[src/common/alsr_pkg.sv]
package alsr_pkg;

  // instruction word width and accumulator width
  localparam int          INSN_W      = 10;
  localparam int          ACC_W       = 4;
  localparam int          SP_W        = 3;

  // opcodes of the four transfer instructions
  localparam logic [9:0]  OP_LOAD_SP  = 10'h050;
  localparam logic [9:0]  OP_LOAD_V1  = 10'h054;
  localparam logic [9:0]  OP_LOAD_V2  = 10'h055;
  localparam logic [9:0]  OP_LOAD_W1  = 10'h24B;

  // reset value of the accumulator copy held here
  localparam logic [3:0]  ACC_RST     = 4'h0;

  // reset value of every single-bit flag output
  localparam logic        FLAG_RST    = 1'b0;

  // cycles per instruction
  localparam int          INSN_CYCLES = 1;

  // decoded operation, one-hot
  typedef enum logic [4:0] {
    ALSR_OP_NONE = 5'h01,
    ALSR_OP_SP   = 5'h02,
    ALSR_OP_V1   = 5'h04,
    ALSR_OP_V2   = 5'h08,
    ALSR_OP_W1   = 5'h10
  } alsr_op_t;

endpackage : alsr_pkg

[src/rtl/alsr_acc_load.sv]
// Function
// - stack pointer bits copied to acc 2..0
// - acc bit 3 cleared on stack load
// - stack, carry untouched; never skip next
// - interrupt control 1 copied whole to acc
// - opcode 055 copies interrupt control 2
// - opcode 24B copies timer control 1
`timescale 1ns/1ps

module alsr_acc_load
(
  // clock and reset
  input  wire logic                         CORE_CLK_I,
  input  wire logic                         SRST_I,
  // instruction from the decoder, valid per instruction cycle
  input  wire logic                         INSN_VALID_I,
  input  wire logic [alsr_pkg::INSN_W-1:0]  INSN_I,
  // special register values, read only here
  input  wire logic [alsr_pkg::SP_W-1:0]    STACK_POINTER_I,
  input  wire logic [alsr_pkg::ACC_W-1:0]   INT_CTRL_REG_1_I,
  input  wire logic [alsr_pkg::ACC_W-1:0]   INT_CTRL_REG_2_I,
  input  wire logic [alsr_pkg::ACC_W-1:0]   TIMER_CTRL_REG_1_I,
  // accumulator write port
  output logic                              ACC_WE_O,
  output logic      [alsr_pkg::ACC_W-1:0]   ACC_DATA_O,
  // side-effect controls, always inactive for these instructions
  output logic                              CARRY_WE_O,
  output logic                              SKIP_O,
  output logic                              SP_WE_O,
  output logic                              CTRL_RD_STROBE_O
);

  import alsr_pkg::*;

  // decoded operation and the value it loads
  alsr_op_t          op_nxt;
  logic [ACC_W-1:0]  acc_nxt;
  // one match flag per opcode
  logic              hit_sp;
  logic              hit_v1;
  logic              hit_v2;
  logic              hit_w1;

  // one comparator per opcode; at most one hit is high
  // stack load match
  alsr_op_match
  #(
    .OPCODE  (OP_LOAD_SP)
  )
  i_match_sp
  (
    .valid_i (INSN_VALID_I),
    .insn_i  (INSN_I),
    .hit_o   (hit_sp)
  );

  alsr_op_match
  #(
    .OPCODE  (OP_LOAD_V1)
  )
  i_match_v1
  (
    .valid_i (INSN_VALID_I),
    .insn_i  (INSN_I),
    .hit_o   (hit_v1)
  );

  alsr_op_match
  #(
    .OPCODE  (OP_LOAD_V2)
  )
  i_match_v2
  (
    .valid_i (INSN_VALID_I),
    .insn_i  (INSN_I),
    .hit_o   (hit_v2)
  );

  alsr_op_match
  #(
    .OPCODE  (OP_LOAD_W1)
  )
  i_match_w1
  (
    .valid_i (INSN_VALID_I),
    .insn_i  (INSN_I),
    .hit_o   (hit_w1)
  );

  // a word that matches none loads nothing; other units own it
  always_comb
  begin
    op_nxt = ALSR_OP_NONE;
    case ({hit_sp, hit_v1, hit_v2, hit_w1})
      4'h8:    op_nxt = ALSR_OP_SP;
      4'h4:    op_nxt = ALSR_OP_V1;
      4'h2:    op_nxt = ALSR_OP_V2;
      4'h1:    op_nxt = ALSR_OP_W1;
      default: op_nxt = ALSR_OP_NONE;
    endcase
  end

  // select the source value for the accumulator
  always_comb
  begin
    acc_nxt = ACC_RST;
    case (op_nxt)
      ALSR_OP_SP: acc_nxt = {1'b0, STACK_POINTER_I};
      ALSR_OP_V1: acc_nxt = INT_CTRL_REG_1_I;
      ALSR_OP_V2: acc_nxt = INT_CTRL_REG_2_I;
      ALSR_OP_W1: acc_nxt = TIMER_CTRL_REG_1_I;
      default:    acc_nxt = ACC_RST;
    endcase
  end

  // write strobe, one cycle per instruction
  // one-cycle accumulator write
  always_ff @(posedge CORE_CLK_I)
  begin
    if (SRST_I)
    begin
      ACC_WE_O <= FLAG_RST;
    end
    else
    begin
      ACC_WE_O <= (op_nxt != ALSR_OP_NONE);
    end
  end

  // data is zero when idle, so a stray strobe shows
  // selected source registered
  always_ff @(posedge CORE_CLK_I)
  begin
    if (SRST_I)
    begin
      ACC_DATA_O <= ACC_RST;
    end
    else
    begin
      ACC_DATA_O <= acc_nxt;
    end
  end

  // carry write held off, these loads are pure moves
  // carry left alone
  always_ff @(posedge CORE_CLK_I)
  begin
    if (SRST_I)
    begin
      CARRY_WE_O <= FLAG_RST;
    end
    else
    begin
      CARRY_WE_O <= 1'b0;
    end
  end

  // skip request held off for every load here
  // never skip next
  always_ff @(posedge CORE_CLK_I)
  begin
    if (SRST_I)
    begin
      SKIP_O <= FLAG_RST;
    end
    else
    begin
      SKIP_O <= 1'b0;
    end
  end

  // stack is only read; a write here would corrupt returns
  // stack pointer untouched
  always_ff @(posedge CORE_CLK_I)
  begin
    if (SRST_I)
    begin
      SP_WE_O <= FLAG_RST;
    end
    else
    begin
      SP_WE_O <= 1'b0;
    end
  end

  // no read strobe, so flags in peripherals never clear
  // no peripheral side effect
  always_ff @(posedge CORE_CLK_I)
  begin
    if (SRST_I)
    begin
      CTRL_RD_STROBE_O <= FLAG_RST;
    end
    else
    begin
      CTRL_RD_STROBE_O <= 1'b0;
    end
  end

endmodule : alsr_acc_load

// one opcode comparator, reused for each transfer
module alsr_op_match
#(
  parameter logic [alsr_pkg::INSN_W-1:0] OPCODE = 10'h000
)
(
  // instruction word and its qualifier
  input  wire logic                         valid_i,
  input  wire logic [alsr_pkg::INSN_W-1:0]  insn_i,
  // high when the word is this opcode
  output logic                              hit_o
);

  import alsr_pkg::*;

  // valid gates the compare so an idle word never matches
  assign hit_o = valid_i && (insn_i == OPCODE);

endmodule : alsr_op_match
[config.mk]
export PLATFORM = sky130hd
export DESIGN_NAME = alsr_acc_load
export DESIGN_NICKNAME = d
export VERILOG_FILES = /design/src/common/alsr_pkg.sv /design/src/rtl/alsr_acc_load.sv
export SDC_FILE = /design/constraint.sdc
export NUM_CORES = 1
export LEC_CHECK = 0
export ABC_CLOCK_PERIOD_IN_PS = 2250
export BUFFER_PORTS_ARGS = -buffer_cell sky130_fd_sc_hd__buf_2
export CAP_MARGIN = 0
export CORE_AREA = 3 3 40 42
export CTS_BUF_LIST = sky130_fd_sc_hd__clkbuf_2 sky130_fd_sc_hd__clkbuf_4 sky130_fd_sc_hd__clkbuf_8
export DETAILED_ROUTE_END_ITERATION = 8
export DIE_AREA = 0 0 43 45
export GPL_TIMING_DRIVEN = 1
export HOLD_SLACK_MARGIN = 0.06
export PLACE_DENSITY = 0.66
export SYNTH_ARGS = -nofsm -noshare
export SYNTH_HDL_FRONTEND = slang
export SYNTH_SLANG_ARGS = --single-unit
[constraint.sdc]
create_clock -name CORE_CLK_I -period 2.25 [get_ports CORE_CLK_I]
set_clock_uncertainty 0.1 [all_clocks]
set_input_delay 0.3375 -clock CORE_CLK_I [delete_from_list [all_inputs] [get_ports CORE_CLK_I]]
set_output_delay 0.3375 -clock CORE_CLK_I [all_outputs]
set_load 0.02 [all_outputs]
==> results of run 1 <==
cell usage in the layout (no fill, tap or decap), drive strengths merged:
| cell type | synthesis | final |
|---|---|---|
| a21bo | 3 | 3 |
| mux2 | 4 | 4 |
| and4b | 1 | 1 |
| dfxtp | 5 | 5 |
| o211ai | 3 | 3 |
| a21oi | 4 | 4 |
| conb | 1 | 4 |
| nor2 | 1 | 1 |
| and2b | 1 | 1 |
| nand3b | 1 | 1 |
| clkbuf | 0 | 4 |
| nand3 | 5 | 5 |
| buf | 5 | 32 |
| nor4b | 2 | 2 |
| mux2i | 1 | 1 |
cells by family after synthesis:
kind of cell / count (synthesis)
buf+inv: 5
other cells: 1
flops: 5
compound gates: 10
mux: 5
simple gates: 11
area by class of cell:
class                   instances  area, µm²  area share
repair buffers                 32      160.2      0.2896
well taps                      15      18.77     0.03394
clock buffers                   4      30.03     0.05430
flip-flops and latches          5      100.1      0.1810
multi-input cells              30      244.0      0.4412
metrics by stage:
stage / worst slack (ns) / power [W]
2_1_floorplan: 1.077 / 0.0001265
3_3_place_gp: 0.9316 / 0.0001466
3_5_place_dp: 0.9048 / 0.0001474
4_1_cts: 1.109 / 0.0002628
5_1_grt: 1.071 / 0.0002700
6_report: 1.122 / 0.0002593
report_power, final:
part	switching, W	total (W)	leakage, nW	internal [W]
registers	0.0000000121	0.0000891	0.0403	0.0000890
logic	0.0000238	0.0000566	0.216	0.0000328
clock network	0.0000347	0.000114	0.0184	0.0000789
metal layers:
layer | vias up | part of all wire | global-route usage | routed length (µm)
met2 | 19 | 0.54 | 0.1766 | 499
met3 | 0 | 0.10 | 0.01992 | 94
met4 | 0 | 0 | 0.05422 | 0
met5 | - | 0 | 0 | 0
met1 | 162 | 0.36 | 0.09615 | 327
li1 | 199 | - | - | -
registers in the layout, indices dropped and copies added (netlist names):
name	cells
ACC_DATA_O	4
ACC_WE_O	1
path summary, 6_finish.rpt:
kind                              start       endpoint  slack, ns  cells after the start
setup / recovery          ACC_DATA_O[3]  ACC_DATA_O[3]       1.12                      1
hold / removal    TIMER_CTRL_REG_1_I[2]  ACC_DATA_O[2]       0.26                      3
==> flow_summary.toml, run 1 <==
[final_layout]
fraction_of_final_layout_cells_with_drive_strength_greater_than_1 = 0.6479
postLayoutCoreUtil = 0.4304
fillCellCount = 135
final_design_area_no_fill_um2 = 553.0
num-nets-final = 100
syn2layout_area_growth_pct = 47.83
final-instance-count-excl-fill = 86
antenna-diode-count = 0

[routing]
drtPass1Iterations = 2
ant_nets = 0
via_per_inst = 4.419
wire_per_inst_um = 10.70
routed-via-count = 380
drcViolationCount = 0
drtIter0Drc = 3
wirelength_um = 920

[synthesis]
synth_top_family_by_area = "simple AND/OR/NAND/NOR gates"
synth.ff_latch_count = 5
synth-compound-area-share = 0.1940
synth_area_per_cell_um2 = 10.11
synth_fa_ha_area_frac = 0
synth-xor-area-share = 0
netlist_top_cells_area = "sky130_fd_sc_hd__dfxtp_1 27%, sky130_fd_sc_hd__mux2_4 12%, sky130_fd_sc_hd__a21bo_2 8.0%"
synthFlopType = "sky130_fd_sc_hd__dfxtp_1"
syn-instance-count = 37
synth_sequential_area_ratio = 0.2676
synth_simple_gate_area_frac = 0.2408
muxShareOfSynthArea = 0.1773
most_frequent_cells_after_synthesis = "5 x sky130_fd_sc_hd__dfxtp_1, 5 x sky130_fd_sc_hd__nand3_1, 4 x sky130_fd_sc_hd__a21oi_1, 4 x sky130_fd_sc_hd__buf_4"
ys.warnings.count = 0
yosysTopAreaCellShare = 0.2676
syn_area_um2 = 374.1
yosys.cell_types.count = 17
postSynth.asyncResetShare = 0
synth_enable_flop_cells = 0
top_cell_type_by_total_area_after_synthesis = "sky130_fd_sc_hd__dfxtp_1"

[critical_path]
path_max_fanout = 1
crit_path_top_delay_cell = "sky130_fd_sc_hd__dfxtp_1"
crit_path_end_kind = "output pin"
critical_path.startpoint_type = "register"
worst_path_dominant_cell_family = "flip-flops"
cp_slowest_stage_delay_ns = 0.30
required_ns = 1.81
critical_path_class = "reg2out"
critPathBufInv = 1
critical_path.cell_chain = "buf_2"
arrival_worst_endpoint_ns = 0.69

[sta]
layout_worst_path_cycle_share = 0.5012
clock.fmax_mhz = 886.8
final-setup-viol-count = 0
worst_hold_slack_ns = 0.2594
timing.final.hold_violations = 0
layout_min_cycle_time_ns = 1.128
final_max_slew_viol_count = 0
grt_setup_unrepaired = "false"
totalNegativeSetupSlack_ns = 0

[global_route]
grt_antenna_before_repair = 0
grt.overflow.total = 0
grt_pass1_wl_mm = 1.380
grt_pass1_vias = 347
grtUsageTotal = 0.09401
grt_max_degree = 9

[power_and_ir_drop]
total_leakage_power_nw = 0.2744
powerDensity_nw_per_um2 = 468.9
vdd_ir_drop_max_mv = 0.1319

[die]
rows = 13
floorplan.die_area_um2 = 1935
placeableCoreArea_um2 = 1285
design.portCount = 37
fp.dieW_um = 43
initial_core_util = 0.2911
dieHeight_um = 45

[outcome]
status = "complete, no violations"

[run]
max_cap_viol_count = 0

[cts]
ctsHoldBuffers = 0
tritoncts_clock_tree = "done"
cts.reportedPaths.clkPinSlew_ns = 0.04
cts.path.max_buffers = 2
clock-root-buffer = "sky130_fd_sc_hd__clkbuf_4"
cts_resized = 0
postCtsSetupBuffers = 0
clkSinkCount = 5
tritoncts.num_buffers = 3
htree_levels = 1

[worst_hold_path]
holdCritPathClass = "in2reg"

[placed_design]
finalWeightedCongestion = 0.7066
numPlacedInstances = 82
port_buffer_count = 32
post-dp-hpwl_um = 818.7
dpl_cell_area_um2 = 523.0
(Power assumes the default switching activity.)
==> inputs of run 2 (changes only) <==
--- a/config.mk
+++ b/config.mk
@@ -5,7 +5,7 @@
 export SDC_FILE = /design/constraint.sdc
 export NUM_CORES = 1
 export LEC_CHECK = 0
-export ABC_CLOCK_PERIOD_IN_PS = 2250
+export ABC_CLOCK_PERIOD_IN_PS = 900
 export BUFFER_PORTS_ARGS = -buffer_cell sky130_fd_sc_hd__buf_2
 export CAP_MARGIN = 0
 export CORE_AREA = 3 3 40 42
@@ -14,7 +14,7 @@
 export DIE_AREA = 0 0 43 45
 export GPL_TIMING_DRIVEN = 1
 export HOLD_SLACK_MARGIN = 0.06
-export PLACE_DENSITY = 0.66
+export PLACE_DENSITY = 0.69
 export SYNTH_ARGS = -nofsm -noshare
 export SYNTH_HDL_FRONTEND = slang
 export SYNTH_SLANG_ARGS = --single-unit
==> constraint.sdc (replaced) <==
create_clock -name CORE_CLK_I -period 0.9 [get_ports CORE_CLK_I]
set_clock_uncertainty 0.1 [all_clocks]
set_input_delay 0.135 -clock CORE_CLK_I [delete_from_list [all_inputs] [get_ports CORE_CLK_I]]
set_output_delay 0.135 -clock CORE_CLK_I [all_outputs]
set_load 0.02 [all_outputs]
==> flow_summary.toml, run 2 (synthesis gave the netlist of run 1 again) <==
[cts]
cts.reportedPaths.clkPinSlew_ns = 0.04
tritoncts.num_buffers = 3
clock-root-buffer = "sky130_fd_sc_hd__clkbuf_4"
htree_levels = 1
clkSinkCount = 5
postCtsSetupBuffers = 0
cts.path.max_buffers = 2
tritoncts_clock_tree = "done"

[final_layout]
syn2layout_area_growth_pct = 73.91
largest_register_ffs = 4
largest_register = "ACC_DATA_O"
fraction_of_final_layout_cells_with_drive_strength_greater_than_1 = 0.7200
mostFrequentLayoutCell = "sky130_fd_sc_hd__buf_2"
num-nets-final = 104
top_regs = "ACC_DATA_O x4, ACC_WE_O x1"
final_cell_mix = "25 x sky130_fd_sc_hd__buf_2, 7 x sky130_fd_sc_hd__buf_6, 5 x sky130_fd_sc_hd__dfxtp_2, 5 x sky130_fd_sc_hd__nand3_1"
final_design_area_no_fill_um2 = 650.6
antenna-diode-count = 0

[global_route]
grt.overflow.total = 0
grt_max_degree = 9
grt_antenna_before_repair = 0
grt_pass1_vias = 385
grtUsageTotal = 0.1073
grt_pass1_wl_mm = 1.511

[critical_path]
crit_path_top_delay_cell = "sky130_fd_sc_hd__dfxtp_2"
cp_slowest_stage_delay_ns = 0.31
arrival_worst_endpoint_ns = 0.68
crit_path_end_kind = "output pin"
worst_path_dominant_cell_family = "flip-flops"
critPathBufInv = 1
critical_path.cell_chain = "buf_6"
critical_path_class = "reg2out"
critical_path.startpoint_type = "register"
path_max_fanout = 1
worstSetupPathDepth = 1
required_ns = 0.66
crit_path_start = "ACC_DATA_O[2]"

[routing]
drtIter0Drc = 0
ant_nets = 0
wire_per_inst_um = 10.97
drcViolationCount = 0
via_per_inst = 4.389
wirelength_um = 987
drtPass1Iterations = 1
routed-via-count = 395

[outcome]
violations_in_the_final_reports = "negative setup slack"
status = "complete, but fails checks"

[power_and_ir_drop]
vdd_ir_drop_max_mv = 0.2772
total_leakage_power_nw = 0.3028
powerDensity_nw_per_um2 = 1053

[sta]
clock.fmax_mhz = 1092
final-setup-viol-count = 5
layout_worst_path_cycle_share = 1.017
final_max_slew_viol_count = 0
postLayoutSetupSlackWorst_ns = -0.01549
timing.final.hold_violations = 0
worst_hold_slack_ns = 0.07155
grt_setup_unrepaired = "true"
layout_min_cycle_time_ns = 0.9155

[placed_design]
dpl_cell_area_um2 = 530.5
port_buffer_count = 32
finalWeightedCongestion = 0.7434

[die]
floorplan.die_area_um2 = 1935
dieHeight_um = 45
placeableCoreArea_um2 = 1285
fp.dieW_um = 43
rows = 13
design.portCount = 37
initial_core_util = 0.2911

[worst_hold_path]
whs_path_depth = 3
hold_path.startpoint = "TIMER_CTRL_REG_1_I[2]"
holdCritPathClass = "in2reg"

[run]
max_cap_viol_count = 0
run 2: changes by cell type in the layout (fill, tap and decap cells not counted):
cell and change:
sky130_fd_sc_hd__dfxtp_1 -5, sky130_fd_sc_hd__dfxtp_2 +5, sky130_fd_sc_hd__a21oi_2 +1, sky130_fd_sc_hd__buf_4 +1, sky130_fd_sc_hd__dlygate4sd3_1 +3, sky130_fd_sc_hd__nor4b_1 -1, sky130_fd_sc_hd__buf_2 -7, sky130_fd_sc_hd__nor4b_2 +1
sky130_fd_sc_hd__a21oi_1 -1, sky130_fd_sc_hd__buf_6 +7
run 2: path summary, 6_finish.rpt:
| kind | to |
|---|---|
| worst max-delay path | ACC_DATA_O[2] |
| worst min-delay path | ACC_DATA_O[2] |
run 2: repair_timing:
item | in CTS | in global routing
hold buffers | 3 | 0
setup endpoints to repair | 6 | 10
pin swaps | 3 | 8
hold endpoints to repair | 3 | 0
gates resized for setup | 17 | 2
run 2: final cells by class:
type	count	area, µm²
Tap cell	15	18.77
Timing Repair Buffer	36	241.5
Sequential cell	5	106.4
Clock buffer	4	30.03
Fill cell	127	634.4
Multi-Input combinational cell	30	254.0
run 2: per-stage QoR:
stage          setup TNS [ns]  setup WS (ns)  instances  utilization  power [W]
5_1_grt               -0.2466       -0.04585         90       0.5063  0.0007130
2_1_floorplan         -0.2471       -0.06728         40            -  0.0003181
4_1_cts              -0.06319       -0.01619         90       0.4985  0.0006828
3_5_place_dp          -0.8615        -0.1940         83       0.4129  0.0003715
6_report             -0.06423       -0.01549         90       0.5063  0.0006850
3_3_place_gp          -0.7826        -0.1809         83       0.4129  0.0003701
run 2: layer usage:
metal,vias up,GRT usage,share of wire
met5,-,0,0
met4,0,0.07229,0.017
met3,2,0.03586,0.10
met2,21,0.1976,0.51
met1,166,0.1010,0.37
li1,206,-,-
run 2: power by group:
part / total, W / switching, W / internal, W
registers: 0.000222 / 0.0000000748 / 0.000222
logic: 0.000163 / 0.0000630 / 0.0000997
clock network: 0.000300 / 0.000102 / 0.000198
==> inputs of run 3 (changes only) <==
--- a/config.mk
+++ b/config.mk
@@ -5,16 +5,17 @@
 export SDC_FILE = /design/constraint.sdc
 export NUM_CORES = 1
 export LEC_CHECK = 0
+export ABC_AREA = 1
 export ABC_CLOCK_PERIOD_IN_PS = 900
 export BUFFER_PORTS_ARGS = -buffer_cell sky130_fd_sc_hd__buf_2
 export CAP_MARGIN = 0
-export CORE_AREA = 3 3 40 42
+export CORE_MARGIN = 3
+export CORE_UTILIZATION = 38
 export CTS_BUF_LIST = sky130_fd_sc_hd__clkbuf_2 sky130_fd_sc_hd__clkbuf_4 sky130_fd_sc_hd__clkbuf_8
 export DETAILED_ROUTE_END_ITERATION = 8
-export DIE_AREA = 0 0 43 45
 export GPL_TIMING_DRIVEN = 1
 export HOLD_SLACK_MARGIN = 0.06
-export PLACE_DENSITY = 0.69
+export PLACE_DENSITY = 0.78
 export SYNTH_ARGS = -nofsm -noshare
 export SYNTH_HDL_FRONTEND = slang
 export SYNTH_SLANG_ARGS = --single-unit
==> flow_summary.toml, run 3 <==
[outcome]
status = "complete, no violations"

[routing]
via_per_inst = 4.518
routed-via-count = 619
wirelength_mm = 1.460
drtPass1Iterations = 2
route.layer.met1.wl_um = 529
drcViolationCount = 0
detailroute.wirelength.met3_um = 100
dr_wl_met2_um = 830
highest-signal-layer = "met3"
drtIter0Drc = 4
wire_per_inst_um = 10.66
ant_nets = 0

[final_layout]
syn2layout_area_growth_pct = 72.60
final_cell_mix = "19 x sky130_fd_sc_hd__buf_2, 13 x sky130_fd_sc_hd__nand2_1, 10 x sky130_fd_sc_hd__nor2_4, 10 x sky130_fd_sc_hd__nand3_1"
mostFrequentLayoutCell = "sky130_fd_sc_hd__buf_2"
num-nets-final = 151
postLayoutCoreUtil = 0.7092
largest_register = "ACC_DATA_O"
largest_register_ffs = 4
fraction_of_final_layout_cells_with_drive_strength_greater_than_1 = 0.6639
fillCellCount = 126
final-instance-count-excl-fill = 137
antenna-diode-count = 0
top_regs = "ACC_DATA_O x4, ACC_WE_O x1"

[synthesis]
synth_sequential_area_ratio = 0.1826
yosysTopAreaCellShare = 0.1826
yosys.cell_types.count = 16
most_frequent_cells_after_synthesis = "19 x sky130_fd_sc_hd__nand2_1, 13 x sky130_fd_sc_hd__nand3_1, 9 x sky130_fd_sc_hd__nor2_2, 7 x sky130_fd_sc_hd__inv_1, 7 x sky130_fd_sc_hd__nor2_1"
yosys.cell_count.top_type = "sky130_fd_sc_hd__nand2_1"
syn-instance-count = 86
ys.warnings.count = 0
synthFlopType = "sky130_fd_sc_hd__dfxtp_1"
postSynth.asyncResetShare = 0
top_cell_type_by_total_area_after_synthesis = "sky130_fd_sc_hd__dfxtp_1"
syn_area_um2 = 548.0
synth.ff_latch_count = 5
synth_area_per_cell_um2 = 6.372
netlist_top_cells_area = "sky130_fd_sc_hd__dfxtp_1 18%, sky130_fd_sc_hd__nand2_1 13%, sky130_fd_sc_hd__nand3_1 12%"
synth_enable_flop_cells = 0

[worst_hold_path]
hold_path.startpoint = "SRST_I"
hold-path-endpoint = "ACC_WE_O"
holdCritPathClass = "in2reg"
whs_path_depth = 4

[die]
initial_core_util = 0.4109
placeableCoreArea_um2 = 1334
rows = 13
design.portCount = 37
fp.dieW_um = 43.98
floorplan.die_area_um2 = 1934
dieHeight_um = 43.98

[global_route]
grt_pass1_vias = 505
grt.overflow.total = 0
grt_pass1_wl_mm = 1.918
grt_antenna_before_repair = 0
grt_max_degree = 10
grtUsageTotal = 0.1309

[cts]
tritoncts_clock_tree = "done"
cts.reportedPaths.clkPinSlew_ns = 0.04
clock-root-buffer = "sky130_fd_sc_hd__clkbuf_4"
tritoncts.num_buffers = 3
clkSinkCount = 5
htree_levels = 1
cts.path.max_buffers = 2

[critical_path]
crit_path_top_delay_cell = "sky130_fd_sc_hd__dfxtp_2"
required_ns = 0.66
critical_path.cell_chain = "buf_6"
critical_path_class = "reg2out"
path_max_fanout = 1
cp_slowest_stage_delay_ns = 0.31
worst_path_dominant_cell_family = "flip-flops"
critical_path.startpoint_type = "register"
crit_path_end_kind = "output pin"
critPathBufInv = 1
arrival_worst_endpoint_ns = 0.66

[power_and_ir_drop]
total_leakage_power_nw = 0.4654
powerDensity_nw_per_um2 = 780.4
vdd_ir_drop_max_mv = 0.3458

[run]
max_cap_viol_count = 0

[sta]
postLayoutSetupSlackWorst_ns = 0.002130
layout_min_cycle_time_ns = 0.8979
totalNegativeSetupSlack_ns = 0
layout_worst_path_cycle_share = 0.9976
clock.fmax_mhz = 1114
final-setup-viol-count = 0
grt_setup_unrepaired = "true"
final_max_slew_viol_count = 0
timing.final.hold_violations = 0

[placed_design]
port_buffer_count = 32
post-dp-hpwl_mm = 1.116
dp_worst_setup_slack_ns = -0.2471
numPlacedInstances = 133
finalWeightedCongestion = 0.7649
## run 3: metal layers
layer  global-route usage  up-vias
met5                    0        -
met4              0.05422        0
met3              0.01245        0
met2               0.2297       23
met1               0.1601      263
li1                     -      333
## run 3: through the flow
step	total power (W)	instance area [µm²]	hold WS [ns]
after detailed placement	0.0004186	777.0	0.3507
after CTS	0.0007058	845.8	0.09268
after global placement	0.0004161	777.0	0.3499
final	0.0007382	945.9	0.09709
after global routing	0.0007705	945.9	0.1267
after floorplan	0.0003381	620.6	0.2483
## run 3: cell families (layout without fill, tap and decap cells)
group / Yosys count / in the layout / share of synthesized area
DFF: 5 / 5 / 0.1827
other: 1 / 4 / 0.006843
and+or+nand+nor: 62 / 62 / 0.6370
buffers and inverters: 17 / 50 / 0.1438
AOI/OAI and AO/OA: 1 / 1 / 0.02969
## run 3: cell type report
class                   count  area [µm²]  area share
multi-input cells          67       459.2      0.4854
repair buffers             33       250.2      0.2646
flip-flops and latches      5       106.4      0.1124
inverters                  13       81.33     0.08598
clock buffers               4       30.03     0.03175
well taps                  15       18.77     0.01984
## run 3: worst max-delay path by stage
stage | endpoint | cells past startpoint | slack (ns) | startpoint
3_3_place_gp | ACC_DATA_O[1] | 9 | -0.24 | INSN_I[2]
4_1_cts | ACC_DATA_O[3] | 1 | -0.006 | ACC_DATA_O[3]
3_5_place_dp | ACC_DATA_O[1] | 8 | -0.25 | INSN_I[7]
6_report | ACC_DATA_O[1] | 1 | 0.002 | ACC_DATA_O[1]
5_1_grt | ACC_DATA_O[0] | 8 | -0.05 | INSN_I[5]
2_1_floorplan | ACC_DATA_O[1] | 8 | -0.01 | INSN_I[2]
## run 3: report_power, final
group	leakage, nW	internal (W)	total, W	switching, W
clock	0.0184	0.000197	0.000276	0.0000794
combinational	0.404	0.000106	0.000239	0.000134
sequential	0.0428	0.000222	0.000222	0.0000000228
total	0.465	0.000525	0.000738	0.000213
## run 3: tightest hold or removal path, cell delays in order
cell and delay [ns]:
sky130_fd_sc_hd__buf_2 0.08, sky130_fd_sc_hd__inv_1 0.05, sky130_fd_sc_hd__o21ai_4 0.10, sky130_fd_sc_hd__inv_2 0.03
## run 3: timing repair
item,CTS,global route
pin swaps,0,15
buffers inserted,0,0
resized for setup,15,32
setup endpoints to repair,5,10
hold buffers,0,0
